`config.mk`:
```
export PLATFORM = sky130hd
export DESIGN_NAME = pmg_periph_gate
export DESIGN_NICKNAME = d
export VERILOG_FILES = /design/src/include/pmg_pkg.sv /design/src/pmg_periph_gate.sv /design/src/pmg_gate_cell.sv /design/src/pmg_wake_timer.sv
export VERILOG_INCLUDE_DIRS = /design/src /design/src/include
export SDC_FILE = /design/constraint.sdc
export NUM_CORES = 1
export LEC_CHECK = 0
export CAP_MARGIN = 30
export CORE_MARGIN = 3
export CORE_UTILIZATION = 42
export DETAILED_ROUTE_END_ITERATION = 10
export DONT_BUFFER_PORTS = 1
export PLACE_DENSITY = 0.66
export SLEW_MARGIN = 20
export SYNTH_ARGS = -nofsm -noshare
export SYNTH_HDL_FRONTEND = slang
export SYNTH_SLANG_ARGS = --single-unit
```
`constraint.sdc`:
```
create_clock -name mclk_in -period 2.2 [get_ports mclk_in]
set_input_delay 0 -clock mclk_in [delete_from_list [all_inputs] [get_ports mclk_in]]
set_output_delay 0 -clock mclk_in [all_outputs]
set_load 0.02 [all_outputs]
```
`src/include/pmg_defines.svh`:
```
// Register map, field positions, reset values and timing counts
`ifndef PMG_DEFINES_SVH
`define PMG_DEFINES_SVH

// ----------------------------------------------------------------
// Register byte offsets on the APB bus
// ----------------------------------------------------------------
`define PMG_OFF_CTRL0 8'h00
`define PMG_OFF_TIMERS 8'h04

// ----------------------------------------------------------------
// Reset values and writable bits
// ----------------------------------------------------------------
`define PMG_CTRL0_RST 8'h00
`define PMG_TIMERS_RST 8'h00
`define PMG_CTRL0_WMASK 8'hc7

// ----------------------------------------------------------------
// Field positions
// ----------------------------------------------------------------
`define PMG_BIT_SYSCLK 7
`define PMG_BIT_VREF 6
`define PMG_BIT_NVM 2
`define PMG_BIT_CLKREF 1
`define PMG_BIT_IOC 0
`define PMG_BIT_NCO 7

// ----------------------------------------------------------------
// Gated module slots
// ----------------------------------------------------------------
`define PMG_NMOD 12
`define PMG_IDX_IOC 0
`define PMG_IDX_NVM 2
`define PMG_IDX_VREF 3
`define PMG_IDX_TMR0 4

// ----------------------------------------------------------------
// Timing
// ----------------------------------------------------------------
`define PMG_CLK_PERIOD_NS 40
`define PMG_INSTR_CYC 4
`define PMG_NVM_WAKE_NS 1000
`define PMG_NVM_WAKE_CYC (((`PMG_NVM_WAKE_NS) / (`PMG_CLK_PERIOD_NS)) < 1 ? \
  1 : ((`PMG_NVM_WAKE_NS) / (`PMG_CLK_PERIOD_NS)))

`endif

```
`src/include/pmg_pkg.sv`:
```
// Types shared by the peripheral gating logic
package pmg_pkg;

  typedef enum logic [1:0] {
    pmg_st_off,
    pmg_st_wake,
    pmg_st_on
  } pmg_gate_state_t;

  typedef logic [7:0] pmg_byte_t;

endpackage : pmg_pkg

```
`src/pmg_periph_gate.sv`:
```
// Peripheral module gating controller with APB register access
//
// How it works
// Disabled module gets no clock or controls
// Disabled module held in reset
// Disabled module: writes dropped, reads 00h
// Disabled module: analog off, digital outputs zero
// Re-enabled module starts from reset values
// Re-enable completes within one instruction cycle; the code releases reset WAKE_CYCLES + 1 = 5 clocks after the bit clears
// Software waits one instruction after re-enable
// Clock gate bit stops peripheral system clock
// Control register zero bit layout, 5:3 zero
// Bit one disables, zero enables
// Memory disable blocks data memory accesses
// Software waits 1 us before memory reads
// Timer register: oscillator bit 7, timers 6:0
// One bit disables change logic, all ports
// Every disable bit clears on reset
// Control registers always readable and writable
//
// Added by the designer: the APB register port and the register offsets.
`timescale 1ns/100ps
`include "pmg_defines.svh"

module pmg_periph_gate
  import pmg_pkg::*;
#(
  parameter int DOUT_W = 4,
  parameter int NPORTS = 3,
  parameter logic [11:0] SYSCLK_USERS = 12'hfff,
  parameter int WAKE_CYCLES = `PMG_INSTR_CYC,
  parameter int NVM_WAKE_CYCLES = `PMG_NVM_WAKE_CYC
) (
  input wire logic mclk_in,
  input wire logic reset_n_in,
  input wire logic psel_in,
  input wire logic penable_in,
  input wire logic pwrite_in,
  input wire logic [7:0] paddr_in,
  input wire logic [31:0] pwdata_in,
  input wire logic [3:0] pstrb_in,
  output logic [31:0] prdata_out,
  output logic pready_out,
  output logic pslverr_out,
  output logic sysclk_en_out,
  output logic [11:0] mod_clk_en_out,
  output logic [11:0] mod_reset_n_out,
  output logic [11:0] analog_en_out,
  input wire logic [12*DOUT_W-1:0] mod_dout_in,
  output logic [12*DOUT_W-1:0] mod_dout_out,
  output logic [NPORTS-1:0] ioc_port_en_out,
  input wire logic [3:0] sfr_sel_in,
  input wire logic sfr_wr_in,
  input wire logic [7:0] sfr_wdata_in,
  input wire logic [12*8-1:0] sfr_rdata_in,
  output logic [11:0] sfr_wr_out,
  output logic [7:0] sfr_wdata_out,
  output logic [7:0] sfr_rdata_out,
  input wire logic ee_rd_in,
  input wire logic ee_wr_in,
  input wire logic [7:0] ind_ee_data_in,
  output logic ee_rd_out,
  output logic ee_wr_out,
  output logic [7:0] ind_ee_data_out,
  output logic nvm_ready_out
);

  localparam int NMOD = `PMG_NMOD;

  // ----------------------------------------------------------------
  // Control registers and APB slave
  // ----------------------------------------------------------------
  pmg_byte_t ctrl0;
  pmg_byte_t timers;
  pmg_byte_t next_ctrl0;
  pmg_byte_t next_timers;
  logic [31:0] next_prdata;
  logic next_pready;
  logic next_pslverr;
  logic setup;
  logic access;
  logic hit_ctrl0;
  logic hit_timers;

  always_comb begin
    setup = psel_in && !penable_in;
    access = psel_in && penable_in && pready_out;
    hit_ctrl0 = (paddr_in == `PMG_OFF_CTRL0);
    hit_timers = (paddr_in == `PMG_OFF_TIMERS);
    next_ctrl0 = ctrl0;
    next_timers = timers;
    // Registers never gate themselves, so software can always recover
    if (access && pwrite_in && !pslverr_out && pstrb_in[0]) begin
      if (hit_ctrl0) begin
        next_ctrl0 = pwdata_in[7:0] & `PMG_CTRL0_WMASK;
      end
      if (hit_timers) begin
        next_timers = pwdata_in[7:0];
      end
    end
    // Answer is prepared in setup, presented in the one access cycle
    next_pready = setup;
    next_pslverr = setup && !(hit_ctrl0 || hit_timers);
    next_prdata = 32'h0000_0000;
    if (setup && !pwrite_in) begin
      if (hit_ctrl0) begin
        next_prdata = {24'h00_0000, ctrl0};
      end else if (hit_timers) begin
        next_prdata = {24'h00_0000, timers};
      end
    end
  end

  always_ff @(posedge mclk_in or negedge reset_n_in) begin
    if (!reset_n_in) begin
      ctrl0 <= `PMG_CTRL0_RST;
      timers <= `PMG_TIMERS_RST;
      prdata_out <= 32'h0000_0000;
      pready_out <= 1'b0;
      pslverr_out <= 1'b0;
    end else begin
      ctrl0 <= next_ctrl0;
      timers <= next_timers;
      prdata_out <= next_prdata;
      pready_out <= next_pready;
      pslverr_out <= next_pslverr;
    end
  end

  // ----------------------------------------------------------------
  // Module slots
  // ----------------------------------------------------------------
  // Slots: 0 change logic, 1 clock ref, 2 memory, 3 voltage ref,
  // 4..10 timers 0..6, 11 numeric oscillator.
  logic [NMOD-1:0] mod_off;
  logic [NMOD-1:0] mod_active;
  logic sysclk_on;

  always_comb begin
    mod_off = {timers, ctrl0[`PMG_BIT_VREF], ctrl0[`PMG_BIT_NVM],
      ctrl0[`PMG_BIT_CLKREF], ctrl0[`PMG_BIT_IOC]};
    sysclk_on = !ctrl0[`PMG_BIT_SYSCLK];
  end

  for (genvar g = 0; g < NMOD; g++) begin : g_slot
    pmg_gate_cell #(
      .WAKE_CYCLES(WAKE_CYCLES),
      .USES_SYSCLK(SYSCLK_USERS[g])
    ) u_cell (
      .mclk_in(mclk_in),
      .reset_n_in(reset_n_in),
      .off_in(mod_off[g]),
      .sysclk_on_in(sysclk_on),
      .clk_en_out(mod_clk_en_out[g]),
      .mod_reset_n_out(mod_reset_n_out[g]),
      .active_out(mod_active[g])
    );
  end

  pmg_wake_timer #(
    .CYCLES(NVM_WAKE_CYCLES)
  ) u_nvm_wake (
    .mclk_in(mclk_in),
    .reset_n_in(reset_n_in),
    // Drop ready in the same cycle as the slot enables fall
    .arm_in(mod_active[`PMG_IDX_NVM] && !mod_off[`PMG_IDX_NVM]),
    .done_out(nvm_ready_out)
  );

  // ----------------------------------------------------------------
  // Output forcing and register access fabric
  // ----------------------------------------------------------------
  logic next_sysclk_en;
  logic [NMOD-1:0] next_analog_en;
  logic [NMOD*DOUT_W-1:0] next_mod_dout;
  logic [NPORTS-1:0] next_ioc_port_en;
  logic [NMOD-1:0] next_sfr_wr;
  pmg_byte_t next_sfr_wdata;
  pmg_byte_t next_sfr_rdata;
  logic next_ee_rd;
  logic next_ee_wr;
  pmg_byte_t next_ind_ee_data;
  logic nvm_on;

  always_comb begin
    nvm_on = mod_active[`PMG_IDX_NVM];
    next_sysclk_en = sysclk_on;
    // Masked by the control bit so analog drops with the module reset
    next_analog_en = mod_active & ~mod_off;
    next_ioc_port_en = {NPORTS{mod_active[`PMG_IDX_IOC]}};
    next_sfr_wdata = sfr_wdata_in;
    next_sfr_rdata = 8'h00;
    for (int i = 0; i < NMOD; i++) begin
      next_mod_dout[i*DOUT_W +: DOUT_W] = mod_active[i] ?
        mod_dout_in[i*DOUT_W +: DOUT_W] : '0;
      // Covers the memory control registers as well
      next_sfr_wr[i] = sfr_wr_in && (sfr_sel_in == 4'(i)) &&
        mod_active[i] && !mod_off[i];
      if ((sfr_sel_in == 4'(i)) && mod_active[i]) begin
        next_sfr_rdata = sfr_rdata_in[i*8 +: 8];
      end
    end
    next_ee_rd = ee_rd_in && nvm_on;
    next_ee_wr = ee_wr_in && nvm_on;
    next_ind_ee_data = nvm_on ? ind_ee_data_in : 8'h00;
  end

  // Outputs are registered so the slot gating adds one flat cycle
  always_ff @(posedge mclk_in or negedge reset_n_in) begin
    if (!reset_n_in) begin
      sysclk_en_out <= 1'b1;
      analog_en_out <= '1;
      mod_dout_out <= '0;
      ioc_port_en_out <= '1;
      sfr_wr_out <= '0;
      sfr_wdata_out <= 8'h00;
      sfr_rdata_out <= 8'h00;
      ee_rd_out <= 1'b0;
      ee_wr_out <= 1'b0;
      ind_ee_data_out <= 8'h00;
    end else begin
      sysclk_en_out <= next_sysclk_en;
      analog_en_out <= next_analog_en;
      mod_dout_out <= next_mod_dout;
      ioc_port_en_out <= next_ioc_port_en;
      sfr_wr_out <= next_sfr_wr;
      sfr_wdata_out <= next_sfr_wdata;
      sfr_rdata_out <= next_sfr_rdata;
      ee_rd_out <= next_ee_rd;
      ee_wr_out <= next_ee_wr;
      ind_ee_data_out <= next_ind_ee_data;
    end
  end

endmodule : pmg_periph_gate

```
`src/pmg_gate_cell.sv`:
```
// One gated peripheral slot: clock enable, held reset and wake delay
`timescale 1ns/100ps
`include "pmg_defines.svh"

module pmg_gate_cell
  import pmg_pkg::*;
#(
  parameter int WAKE_CYCLES = `PMG_INSTR_CYC,
  parameter bit USES_SYSCLK = 1'b1
) (
  input wire logic mclk_in,
  input wire logic reset_n_in,
  input wire logic off_in,
  input wire logic sysclk_on_in,
  output logic clk_en_out,
  output logic mod_reset_n_out,
  output logic active_out
);

  localparam int CW = $clog2(WAKE_CYCLES + 1);

  pmg_gate_state_t state;
  pmg_gate_state_t next_state;
  logic [CW-1:0] cnt;
  logic [CW-1:0] next_cnt;
  logic next_clk_en;
  logic next_mod_reset_n;
  logic next_active;

  always_comb begin
    next_state = state;
    next_cnt = cnt;
    case (state)
      pmg_st_off: begin
        if (!off_in) begin
          next_state = pmg_st_wake;
          next_cnt = CW'(WAKE_CYCLES - 1);
        end
      end
      pmg_st_wake: begin
        if (off_in) begin
          next_state = pmg_st_off;
        end else if (cnt == '0) begin
          next_state = pmg_st_on;
        end else begin
          next_cnt = cnt - 1'b1;
        end
      end
      pmg_st_on: begin
        if (off_in) begin
          next_state = pmg_st_off;
        end
      end
      default: begin
        next_state = pmg_st_off;
      end
    endcase
    // Clock runs while waking so the module settles into reset state
    next_clk_en = (next_state != pmg_st_off) &&
      (sysclk_on_in || !USES_SYSCLK);
    next_mod_reset_n = (next_state == pmg_st_on);
    next_active = (next_state == pmg_st_on);
  end

  // Reset leaves every slot running, as software expects after power-up
  always_ff @(posedge mclk_in or negedge reset_n_in) begin
    if (!reset_n_in) begin
      state <= pmg_st_on;
      cnt <= '0;
      clk_en_out <= 1'b1;
      mod_reset_n_out <= 1'b1;
      active_out <= 1'b1;
    end else begin
      state <= next_state;
      cnt <= next_cnt;
      clk_en_out <= next_clk_en;
      mod_reset_n_out <= next_mod_reset_n;
      active_out <= next_active;
    end
  end

endmodule : pmg_gate_cell

```
`src/pmg_wake_timer.sv`:
```
// Counts a fixed settle time after a level rises, then flags ready
`timescale 1ns/100ps
`include "pmg_defines.svh"

module pmg_wake_timer
  import pmg_pkg::*;
#(
  parameter int CYCLES = `PMG_NVM_WAKE_CYC
) (
  input wire logic mclk_in,
  input wire logic reset_n_in,
  input wire logic arm_in,
  output logic done_out
);

  localparam int CW = $clog2(CYCLES + 1);

  logic [CW-1:0] cnt;
  logic [CW-1:0] next_cnt;
  logic next_done;

  always_comb begin
    next_cnt = cnt;
    if (!arm_in) begin
      next_cnt = CW'(CYCLES);
    end else if (cnt != '0) begin
      next_cnt = cnt - 1'b1;
    end
    next_done = arm_in && (next_cnt == '0);
  end

  always_ff @(posedge mclk_in or negedge reset_n_in) begin
    if (!reset_n_in) begin
      cnt <= CW'(CYCLES);
      done_out <= 1'b0;
    end else begin
      cnt <= next_cnt;
      done_out <= next_done;
    end
  end

endmodule : pmg_wake_timer

```
==> impl_results.md, run 1 <==
- Ys flop type: dfrtp_1
- Dpl hpwl: 20,100 um
- Run status: complete, but fails checks
- WP data required: 2.62 ns
- Power Total: 13.4 mW
- Critical path startpoint: g_slot[11].u_cell.mod_reset_n_out$_DFF_PN1_
- Synth Instances: 799
- Antenna violations before repair: 1
- GRT overflow: 0
- Rel. slew slack: 0.461
- Clk pwr share: 0.295
- Finished Layout Cells: roughly 1,300
- Setup violators final: 0
- Worst IR drop on VDD: 0.000481 V
- CP endpoint kind: flop
- Clock latency on the worst-skew pair: 0.51 ns
- Synthesized cell area: 9240 um^2
- DR iter-0 viols: between 300 and 400
- Crit-path max FO: 8
- Via density: between 5 and 6
- Vias in the first global route: 7,031
- Dpl cell area: roughly 9200 um^2
- Die H: 154 um
- Violated checks: hold timing
- Final setup TNS: 0 ns
- Final hold violation count: 213
- Largest net degree at the start of global routing: 214
- Flops & latches, synth: 213
- Critical path arrival: roughly 2.5 ns
- # IOs: between 300 and 400
- Nets: 1,213
- P_leak: 5.51 nW
- Peak Freq: 471 MHz
- Post-place setup slack: 0.306 ns
- Commonest cells after routing, fill and taps aside: dlygate4sd3_1, dfrtp_1, nor2_1, and2_1, dfstp_2
- Most common cell after layout, fill and taps aside: dlygate4sd3_1
- Pwr per Cell Area: between 1000 and 1500 nW/um^2
- Startpoint Class: flop
- Sw power: 4.53 mW
- CTS Buf Count: 23
- Avg Cell Area, Syn: 11.6 um^2
- Internal power: 8.82 mW
- Finished Core Util: 0.561
- Non-Filler Cell Area, Final: approximately 12,000 um^2
- Dpl cells: roughly 1,000
- DRT Wirelength: 28,800 um
- CTS sink cnt: 213
- Logic pwr share: 0.220
- Setup CP Type: reg -> reg
- Reg2reg start: g_slot[11].u_cell.mod_reset_n_out$_DFF_PN1_
- Clock skew: 0.0244 ns
- Setup WS post-layout: 0.0761 ns
- Synth async-reset ratio: 1.00
- Sequential cell area fraction in the yosys report: 0.584
- CTS H-tree lvls: 1
- Port buffer count: 0
- Total number of vias: 6,803
- Worst Hold Class: in -> async
- Max Slew Vio Count: 0
- Wirelength per Cell: 22.8 um
- Core Region: 21,300 um^2
- CTS root buf: clkbuf_16
- Number of synthesized flops with an enable pin: 0
- DRC: 0
- Synth unique cells: 58
- GPL Wtd Cong: 0.875
- Clock transition at path regs: about 0.060 ns
- Hold slack: -0.816 ns
- GRT Util Overall: 0.233
- Tmin final: 2.12 ns
- Layout cells sized above 1: 0.151
- Die Wd: 154 um
- Clock buffer depth: 3
- Synth Warn #: 0
- RSZ-0062 raised after global routing: no
- Sw frac: 0.339
- Part of the power in registers: 0.485
- Routed Antenna Nets: 0
- DR pass1 iterations: 6
- Area added between synthesis and finish: 29.3%
- DIE AREA: about 24,000 um^2
- Global-route wire length before repair: 42,900 um
- Final Cycle Share: 0.965
- Initial Util: 0.434
- Worst Tran Pin Value: 0.809 ns
- FP Rows: 53
- Max Cap Violations: 0
- CTS tree: done
-- state kept, by name, summed over array words and instances (netlist names), 8 cells and up --
name / cells
ind_ee_data_out: 8
g_slot.u_cell.state: 24
g_slot.u_cell.mod_reset_n_out: 12
timers: 8
g_slot.u_cell.cnt: 36
mod_dout_out: 48
g_slot.u_cell.clk_en_out: 12
analog_en_out: 12
sfr_wr_out: 12
sfr_wdata_out: 8
prdata_out: 8
sfr_rdata_out: 8
-- cell usage after synthesis, types with 8 or more instances --
cell type / instances / area (um^2)
a211oi_1: 16 / 120
a21oi_1: 27 / 135
a222oi_1: 8 / 80.1
a22o_1: 10 / 87.6
a22oi_1: 18 / 135
and2_1: 60 / 375
and3_1: 18 / 113
buf_2: 9 / 45.0
buf_4: 51 / 383
clkbuf_1: 14 / 52.6
dfrtp_1: 160 / 4000
dfstp_2: 53 / 1390
ha_1: 25 / 313
inv_1: 42 / 158
mux2_2: 18 / 203
mux2i_1: 15 / 150
nand2_1: 19 / 71.3
nand3_1: 18 / 90.1
nor2_1: 61 / 229
nor2b_1: 24 / 150
nor3_1: 12 / 60.1
nor3b_1: 9 / 67.6
nor4_1: 9 / 56.3
o21ai_0: 27 / 135
-- worst max-delay path: stages (launching register included) --
cell	delay [ns]
dfstp_2	0.68
and3_1	0.39
a22o_1	0.22
a221oi_1	0.05
dlygate4sd3_1	0.57
nand4b_1	0.12
-- power by group through the flow --
stage                     combinational [mW]  sequential (mW)  clock, mW
after floorplan                         2.37             6.16          0
after global placement                  2.52             6.51          0
after detailed placement                2.65             6.54          0
after CTS                               2.92             6.49       4.01
after global routing                    3.35             6.62       4.19
final                                   2.94             6.48       3.94
-- area by class of cell --
| class | instances | area (um^2) |
|---|---|---|
| fill | 1696 | 9340 |
| sequential | 213 | 5400 |
| multi-input combinational | 490 | 3280 |
| timing repair buffer | 202 | 1990 |
| clock buffer | 27 | 601 |
| tap | 275 | 344 |
| clock inverter | 15 | 176 |
| inverter | 42 | 158 |
| antenna | 2 | 5.00 |
-- final timing paths --
kind | cells after the start | slack (ns) | endpoint
min | 0 | -0.82 | g_slot[4].u_cell.cnt[2]$_DFFE_PN0P_
min reg2reg | 1 | 0.47 | g_slot[8].u_cell.cnt[0]$_DFFE_PN0P_
max reg2reg | 5 | 0.08 | sfr_rdata_out[5]$_DFF_PN0_
min in group mclk_in | 3 | 0.01 | sfr_wr_out[7]$_DFF_PN0_
max in group asynchronous | 0 | 2.64 | analog_en_out[9]$_DFF_PN1_
max | 5 | 0.08 | sfr_rdata_out[5]$_DFF_PN0_
-- routing by layer --
layer | track usage | share of wire | vias up
li1 | - | - | 3059
met1 | 0.270 | 0.37 | 3326
met2 | 0.420 | 0.52 | 346
met3 | 0.0523 | 0.073 | 72
met4 | 0.0908 | 0.043 | 0
met5 | 0 | 0 | -
-- what timing repair did --
| action | in CTS | in global routing |
|---|---|---|
| endpoints found under the hold margin | 322 | 217 |
| hold buffers | 188 | 1 |
| setup endpoints to repair | 0 | 13 |
| buffers inserted | 0 | 2 |
| resized for setup | 0 | 11 |
-- cell families after synthesis --
| kind of cell | Yosys count | share of synthesized area |
|---|---|---|
| other | 1 | 0.000406 |
| xor gates and xnor gates | 3 | 0.00284 |
| and+or+nand+nor | 265 | 0.163 |
| buffers and inverters | 119 | 0.0727 |
| AOI/OAI and AO/OA | 140 | 0.105 |
| DFF | 213 | 0.584 |
| muxes | 33 | 0.0382 |
| adders and majority gates | 25 | 0.0339 |
Power figures use the tool's default switching activity.
==> run 2: changes to the inputs <==
Settings changed: CORE_UTILIZATION 42 to 40, PLACE_DENSITY 0.66 to 0.64.
==> run 2 against run 1 <==
  * The flow still finishes with violations (hold timing)
  * Setup slack got worse by 0.059 ns
  * Sequential cell count unchanged
  * Die area is 4.8% higher
  * Maximum frequency fell by 2.7%
  * Combinational power about the same
  * Cell count is essentially flat
  * Critical path type unchanged
  * Largest cell class unchanged
  * Largest power group unchanged
==> impl_results.md, run 2 (same netlist as run 1, synthesis figures left out) <==
- CTS root buf: clkbuf_16 (unchanged)
- Top reg by flops: mod_dout_out (unchanged)
- Layout cells sized above 1: 0.150 (was 0.151)
- Clock transition at path regs: 0.07 ns (was 0.06 ns)
- Tmin final: 2.18 ns (was 2.12 ns)
- GRT Util Overall: 0.229 (was 0.233)
- DRT Wirelength: 29,600 um (was 28,800 um)
- Commonest cells after routing, fill and taps aside: dlygate4sd3_1, dfrtp_1, nor2_1, and2_1, dfstp_2 (unchanged)
- Worst R2R Setup Slack: 0.02 ns (was 0.08 ns)
- DRC: 0 (unchanged)
- CTS tree: done (unchanged)
- CTS H-tree lvls: 1 (unchanged)
- CTS sink cnt: 213 (unchanged)
- Sw frac: 0.336 (was 0.339)
- Crit-path max FO: 9 (was 8)
- Part of the power in registers: 0.474 (was 0.485)
- Max Slew Vio Count: 0 (unchanged)
- CP endpoint kind: flop (unchanged)
- Global-route wire length before repair: 42,900 um (about the same)
- P_leak: 5.48 nW (was 5.51 nW)
- Setup CP Type: reg -> reg (unchanged)
- Reg2reg end: sfr_rdata_out[1]$_DFF_PN0_ (was sfr_rdata_out[5]$_DFF_PN0_)
- Reg2reg start: g_slot[5].u_cell.mod_reset_n_out$_DFF_PN1_ (was g_slot[11].u_cell.mod_reset_n_out$_DFF_PN1_)
- Pwr per Cell Area: 1140 nW/um^2 (was 1120 nW/um^2)
- Core Region: 22,200 um^2 (was 21,300 um^2)
- GRT overflow: 0 (unchanged)
- Hold slack: -0.810 ns (was -0.816 ns)
- Setup violators final: 0 (unchanged)
- Finished Layout Cells: 1,267 (was 1,266)
- Power Total: 13.6 mW (was 13.4 mW)
- Clock skew: 0.0205 ns (was 0.0244 ns)
- Biggest regs: mod_dout_out: 48 flops, g_slot.u_cell.cnt: 36 flops, g_slot.u_cell.state: 24 flops (unchanged)
- GPL Wtd Cong: 0.828 (was 0.875)
- Violated checks: hold timing (unchanged)
- Via density: 5.37 (about the same)
- Critical Path, Cell by Cell: and3_4, a222oi_1, a21oi_1, dlygate4sd3_1, nand4b_1 (was and3_1, a22o_1, a221oi_1, dlygate4sd3_1, nand4b_1)
- # IOs: 377 (unchanged)
- Rel. slew slack: 0.485 (was 0.461)
- Largest net degree at the start of global routing: 214 (unchanged)
- Worst Hold Class: in -> async (unchanged)
- Port buffer count: 0 (unchanged)
- Most common cell after layout, fill and taps aside: dlygate4sd3_1 (unchanged)
- Critical path startpoint: g_slot[5].u_cell.mod_reset_n_out$_DFF_PN1_ (was g_slot[11].u_cell.mod_reset_n_out$_DFF_PN1_)
- Area added between synthesis and finish: 28.9% (was 29.3%)
- Dpl cells: 1,038 (was 1,031)
- Max Cap Violations: 0 (unchanged)
- FP Rows: 54 (was 53)
- Critical-path top delay cell: dlygate4sd3_1 (was dfstp_2)
- DR pass1 iterations: 5 (was 6)
- Setup crit end: sfr_rdata_out[1]$_DFF_PN0_ (was sfr_rdata_out[5]$_DFF_PN0_)
- WP data required: 2.58 ns (was 2.62 ns)
- Logic pwr share: 0.217 (was 0.220)
- Worst IR drop on VDD: 0.000688 V (was 0.000481 V)
- RSZ-0062 raised after global routing: yes (was no)
- Die H: 158 um (was 154 um)
- Initial Util: 0.416 (was 0.434)
- DR iter-0 viols: 673 (was 386)
- Critical path arrival: 2.56 ns (was 2.54 ns)
- Internal power: 9.05 mW (was 8.82 mW)
- Nets: 1,203 (was 1,213)
- Final Cycle Share: 0.992 (was 0.965)
- Clk pwr share: 0.309 (was 0.295)
- Dpl hpwl: 20,400 um (was 20,100 um)
- Worst Tran Pin Value: 0.772 ns (was 0.809 ns)
- Largest stage delay on the critical path: 0.58 ns (was 0.68 ns)
- Sw power: 4.58 mW (was 4.53 mW)
- Peak Freq: 458 MHz (was 471 MHz)
- Total number of vias: 6,800 (was 6,803)
- Antenna violations before repair: 8 (was 1)
- CTS Buf Count: 24 (was 23)
- Length in cells of the worst reg-to-reg path: 5 (unchanged)
- Max FFs per register: 48 (unchanged)
- Wirelength per Cell: 23.4 um (was 22.8 um)
- Die Wd: 158 um (was 154 um)
- Clock latency on the worst-skew pair: 0.53 ns (was 0.51 ns)
- Clock buffer depth: 3 (unchanged)
- Run status: complete, but fails checks (unchanged)
- Final hold violation count: 214 (was 213)
- Startpoint Class: flop (unchanged)
- Vias in the first global route: 7,080 (was 7,031)
- Routed Antenna Nets: 0 (unchanged)
- DIE AREA: 25,000 um^2 (was 23,800 um^2)
-- run 2: cell types whose count changed in the layout (fill, tap and decap cells not counted), moves of 2 or more --
cell and change:
and3_2 -2, clkbuf_16 +2, clkbuf_8 +2, clkinvlp_4 -3
dfrtp_1 +2, dfrtp_2 -2, diode_2 +5, dlygate4sd3_1 -12
-- run 2: what timing repair did --
action / 4_1_cts / 5_1_grt
setup buffers: 0 / 1
setup endpoints to repair: 0 / 10
resized for setup: 0 / 7
hold buffers: 176 / 1
endpoints found under the hold margin: 322 / 214
-- run 2: per-stage QoR --
stage	cell area, um^2	worst slack, ns	utilization	setup TNS [ns]
after floorplan	9330	0.501	-	0
after global placement	9260	0.375	0.417	0
after detailed placement	9260	0.318	0.417	0
after CTS	11900	0.0263	0.533	0
after global routing	11900	-0.0226	0.536	-0.0226
final	11900	0.0171	0.536	0
-- run 2: worst min-delay path by stage --
| stage | start | end | cells after the start |
|---|---|---|---|
| detailed placement | reset_n_in | mod_dout_out[3]$_DFF_PN0_ | 0 |
| global placement | reset_n_in | mod_dout_out[3]$_DFF_PN0_ | 0 |
| finish | reset_n_in | mod_dout_out[3]$_DFF_PN0_ | 0 |
| CTS | reset_n_in | u_nvm_wake.done_out$_DFF_PN0_ | 0 |
| global route | reset_n_in | mod_dout_out[2]$_DFF_PN0_ | 0 |
| floorplan | reset_n_in | ctrl0[0]$_DFFE_PN0P_ | 0 |
-- run 2: area by class of cell --
cell class / count / area [um^2]
Fill cell: 1870 / 10300
Sequential cell: 213 / 5400
Clock buffer: 31 / 678
Clock inverter: 13 / 159
Inverter: 42 / 158
Tap cell: 280 / 350
Antenna cell: 7 / 17.5
Multi-Input combinational cell: 490 / 3270
Timing Repair Buffer: 191 / 1880
-- run 2: worst max-delay path: cells and delay by family, from the launching register on --
| family | cells | cell delay, ns |
|---|---|---|
| compound gates | 2 | 0.57 |
| buf+inv | 1 | 0.58 |
| flops | 1 | 0.46 |
| simple gates | 2 | 0.43 |
-- run 2: routing by layer --
layer | vias to the layer above | share of wire | track usage
li1 | 3041 | - | -
met1 | 3343 | 0.37 | 0.264
met2 | 335 | 0.50 | 0.398
met3 | 79 | 0.081 | 0.0637
met4 | 2 | 0.044 | 0.103
met5 | - | 0.00057 | 0
-- run 2: power by group through the flow --
| stage | clock network, mW | registers (mW) | logic (mW) |
|---|---|---|---|
| after floorplan | 0 | 6.16 | 2.37 |
| after global placement | 0 | 6.49 | 2.59 |
| after detailed placement | 0 | 6.51 | 2.70 |
| after CTS | 4.30 | 6.45 | 2.97 |
| after global routing | 4.49 | 6.58 | 3.37 |
| final | 4.21 | 6.45 | 2.96 |
==> run 3: changes to the inputs <==
Settings changed: CORE_ASPECT_RATIO set to 1.2, TNS_END_PERCENT set to 5.
==> run 3 against run 2 <==
  * The flow finishes with violations (hold timing, setup timing)
  * Sequential power hardly changed
  * Maximum frequency is 5.0% lower
  * Cell count is 2.2% higher
  * Wire length is 4.3% lower
  * Register-to-register slack worse by 0.11 ns
  * Clock power is 11% lower
  * Sequential cell count stayed put
  * Cell area is 0.28% lower
==> impl_results.md, run 3 (same netlist as run 1, synthesis figures left out) <==
- CTS H-tree lvls: 1 (unchanged)
- Total number of vias: 6,738 (was 6,800)
- Largest net degree at the start of global routing: 214 (unchanged)
- Dpl hpwl: 18,900 um (was 20,400 um)
- GPL Wtd Cong: 0.813 (was 0.828)
- Violated checks: hold timing, setup timing (was hold timing)
- Clock latency on the worst-skew pair: 0.50 ns (was 0.53 ns)
- Antenna violations before repair: 3 (was 8)
- Critical path arrival: 2.61 ns (was 2.56 ns)
- DIE AREA: 25,000 um^2 (about the same)
- Setup WS post-layout: -0.0973 ns (was 0.0171 ns)
- DR iter-0 viols: 384 (was 673)
- Via density: 5.20 (was 5.37)
- Crit-path max FO: 6 (was 9)
- CP endpoint kind: flop (unchanged)
- CTS Buf Count: 23 (was 24)
- Area added between synthesis and finish: 28.5% (was 28.9%)
- Top delay family on crit path: compound AO/OA/AOI/OAI gates (was buffers and inverters)
- Tmin final: 2.30 ns (was 2.18 ns)
- Dpl cells: 1,070 (was 1,038)
- Peak Freq: 435 MHz (was 458 MHz)
- Crit path buffers/inverters: 1 (unchanged)
- DR pass1 iterations: 7 (was 5)
- Critical Path, Cell by Cell: and3_4, a222oi_1, a21oi_1, dlygate4sd3_1, nand4b_1 (unchanged)
- WP data required: 2.52 ns (was 2.58 ns)
- GRT overflow: 0 (unchanged)
- Rel. slew slack: 0.491 (was 0.485)
- Wirelength per Cell: 21.9 um (was 23.4 um)
- Pwr per Cell Area: 1110 nW/um^2 (was 1140 nW/um^2)
- Post-place setup slack: 0.307 ns (was 0.318 ns)
- Die Wd: 145 um (was 158 um)
- Clock buffer depth: 3 (unchanged)
- Reg2reg start: g_slot[5].u_cell.mod_reset_n_out$_DFF_PN1_ (unchanged)
- CTS root buf: clkbuf_16 (unchanged)
- Finished Layout Cells: 1,295 (was 1,267)
- Nets: 1,208 (was 1,203)
- Startpoint Class: flop (unchanged)
- Core Region: 22,600 um^2 (was 22,200 um^2)
- Largest stage delay on the critical path: 0.58 ns (about the same)
- CTS tree: done (unchanged)
- # IOs: 377 (unchanged)
- Non-Filler Cell Area, Final: 11,900 um^2 (about the same)
- Max Slew Vio Count: 0 (unchanged)
- DRC: 0 (unchanged)
- Global-route wire length before repair: 41,000 um (was 42,900 um)
- Final Cycle Share: 1.04 (was 0.992)
- Max FFs per register: 48 (unchanged)
- Commonest cells after routing, fill and taps aside: dlygate4sd3_1, dfrtp_1, nor2_1, and2_1, dfstp_2 (unchanged)
- Worst Hold Class: in -> async (unchanged)
- RSZ-0062 raised after global routing: yes (unchanged)
- Critical-path top delay cell: dlygate4sd3_1 (unchanged)
- Vias in the first global route: 7,112 (was 7,080)
- Top reg by flops: mod_dout_out (unchanged)
- Initial Util: 0.409 (was 0.416)
- Biggest regs: mod_dout_out: 48 flops, g_slot.u_cell.cnt: 36 flops, g_slot.u_cell.state: 24 flops (unchanged)
- Clock skew: 0.00719 ns (was 0.0205 ns)
- Layout cells sized above 1: 0.146 (was 0.150)
- Dpl cell area: 9310 um^2 (was 9260 um^2)
- Run status: complete, but fails checks (unchanged)
- Worst IR drop on VDD: 0.000528 V (was 0.000688 V)
- Worst Tran Pin Value: 0.763 ns (was 0.772 ns)
- Cts hold-fix bufs: 179 (was 176)
- Hold slack: -0.795 ns (was -0.810 ns)
- Max Cap Violations: 0 (unchanged)
- Setup CP Type: reg -> reg (unchanged)
- Clock transition at path regs: 0.06 ns (was 0.07 ns)
- CTS sink cnt: 213 (unchanged)
- P_leak: 5.46 nW (was 5.48 nW)
- Setup violators final: 1 (was 0)
- Critical path startpoint: g_slot[5].u_cell.mod_reset_n_out$_DFF_PN1_ (unchanged)
- Most common cell after layout, fill and taps aside: dlygate4sd3_1 (unchanged)
- DRT Wirelength: 28,400 um (was 29,600 um)
- Port buffer count: 0 (unchanged)
- Crit. path cell count: 5 (unchanged)
- GRT Util Overall: 0.217 (was 0.229)
- FP Rows: 60 (was 54)
- Die H: 172 um (was 158 um)
- Routed Antenna Nets: 0 (unchanged)
- Length in cells of the worst reg-to-reg path: 5 (unchanged)
- Final hold violation count: 213 (was 214)
[run 3: cell count changes in the layout (fill, tap and decap cells not counted), sizes merged]
cell / before / now
dlygate4sd3: 177 / 178
dlymetal6s4s: 0 / 1
clkbuf: 31 / 32
bufinv: 3 / 2
inv: 45 / 44
buf: 14 / 17
clkinv: 4 / 2
diode: 7 / 3
[run 3: per-stage QoR]
| stage | power [mW] | hold slack [ns] | TNS [ns] | util |
|---|---|---|---|---|
| 6_report | 13.1 | -0.795 | -0.0973 | 0.525 |
| 3_5_place_dp | 9.17 | -0.292 | 0 | 0.412 |
| 5_1_grt | 14.0 | -0.820 | -0.248 | 0.525 |
| 3_3_place_gp | 9.03 | -0.292 | 0 | 0.412 |
| 2_1_floorplan | 8.53 | -0.296 | 0 | - |
| 4_1_cts | 13.3 | -0.823 | 0 | 0.524 |
[run 3: cell type report]
cell class / instances / area [um^2]
diodes: 3 / 7.51
clock buffers: 31 / 616
clock inverters: 9 / 118
fillers: 1878 / 10700
inverters: 42 / 158
multi-input cells: 490 / 3260
flip-flops and latches: 213 / 5400
well taps: 310 / 388
repair buffers: 197 / 1930
[run 3: worst paths after layout]
check	slack, ns	to
worst max-delay path	-0.1	sfr_rdata_out[0]$_DFF_PN0_
worst min-delay path	-0.80	mod_dout_out[22]$_DFF_PN0_
worst max register to register	-0.1	sfr_rdata_out[0]$_DFF_PN0_
worst min register to register	0.47	g_slot[6].u_cell.cnt[0]$_DFFE_PN0P_
max in group asynchronous	2.61	g_slot[11].u_cell.mod_reset_n_out$_DFF_PN1_
min in group mclk_in	0.03	sfr_rdata_out[6]$_DFF_PN0_
[run 3: routing by layer]
metal,vias up,global-route usage,part of all wire,routed length [um]
li1,3051,-,-,-
met1,3289,0.247,0.37,10400
met2,342,0.391,0.52,14700
met3,56,0.0567,0.086,2450
met4,0,0.0791,0.028,784
met5,-,0,0,0
[run 3: repair_timing]
action / CTS / global route
resized for setup: 0 / 7
setup buffers: 0 / 3
setup endpoints to repair: 0 / 10
endpoints found under the hold margin: 322 / 213
[run 3: power by group]
| group | total, mW | leakage, nW | switching (mW) | internal (mW) |
|---|---|---|---|---|
| combinational | 2.91 | 2.50 | 1.53 | 1.38 |
| sequential | 6.46 | 2.61 | 1.35 | 5.12 |
| clock | 3.76 | 0.345 | 1.55 | 2.22 |
| total | 13.1 | 5.46 | 4.42 | 8.72 |
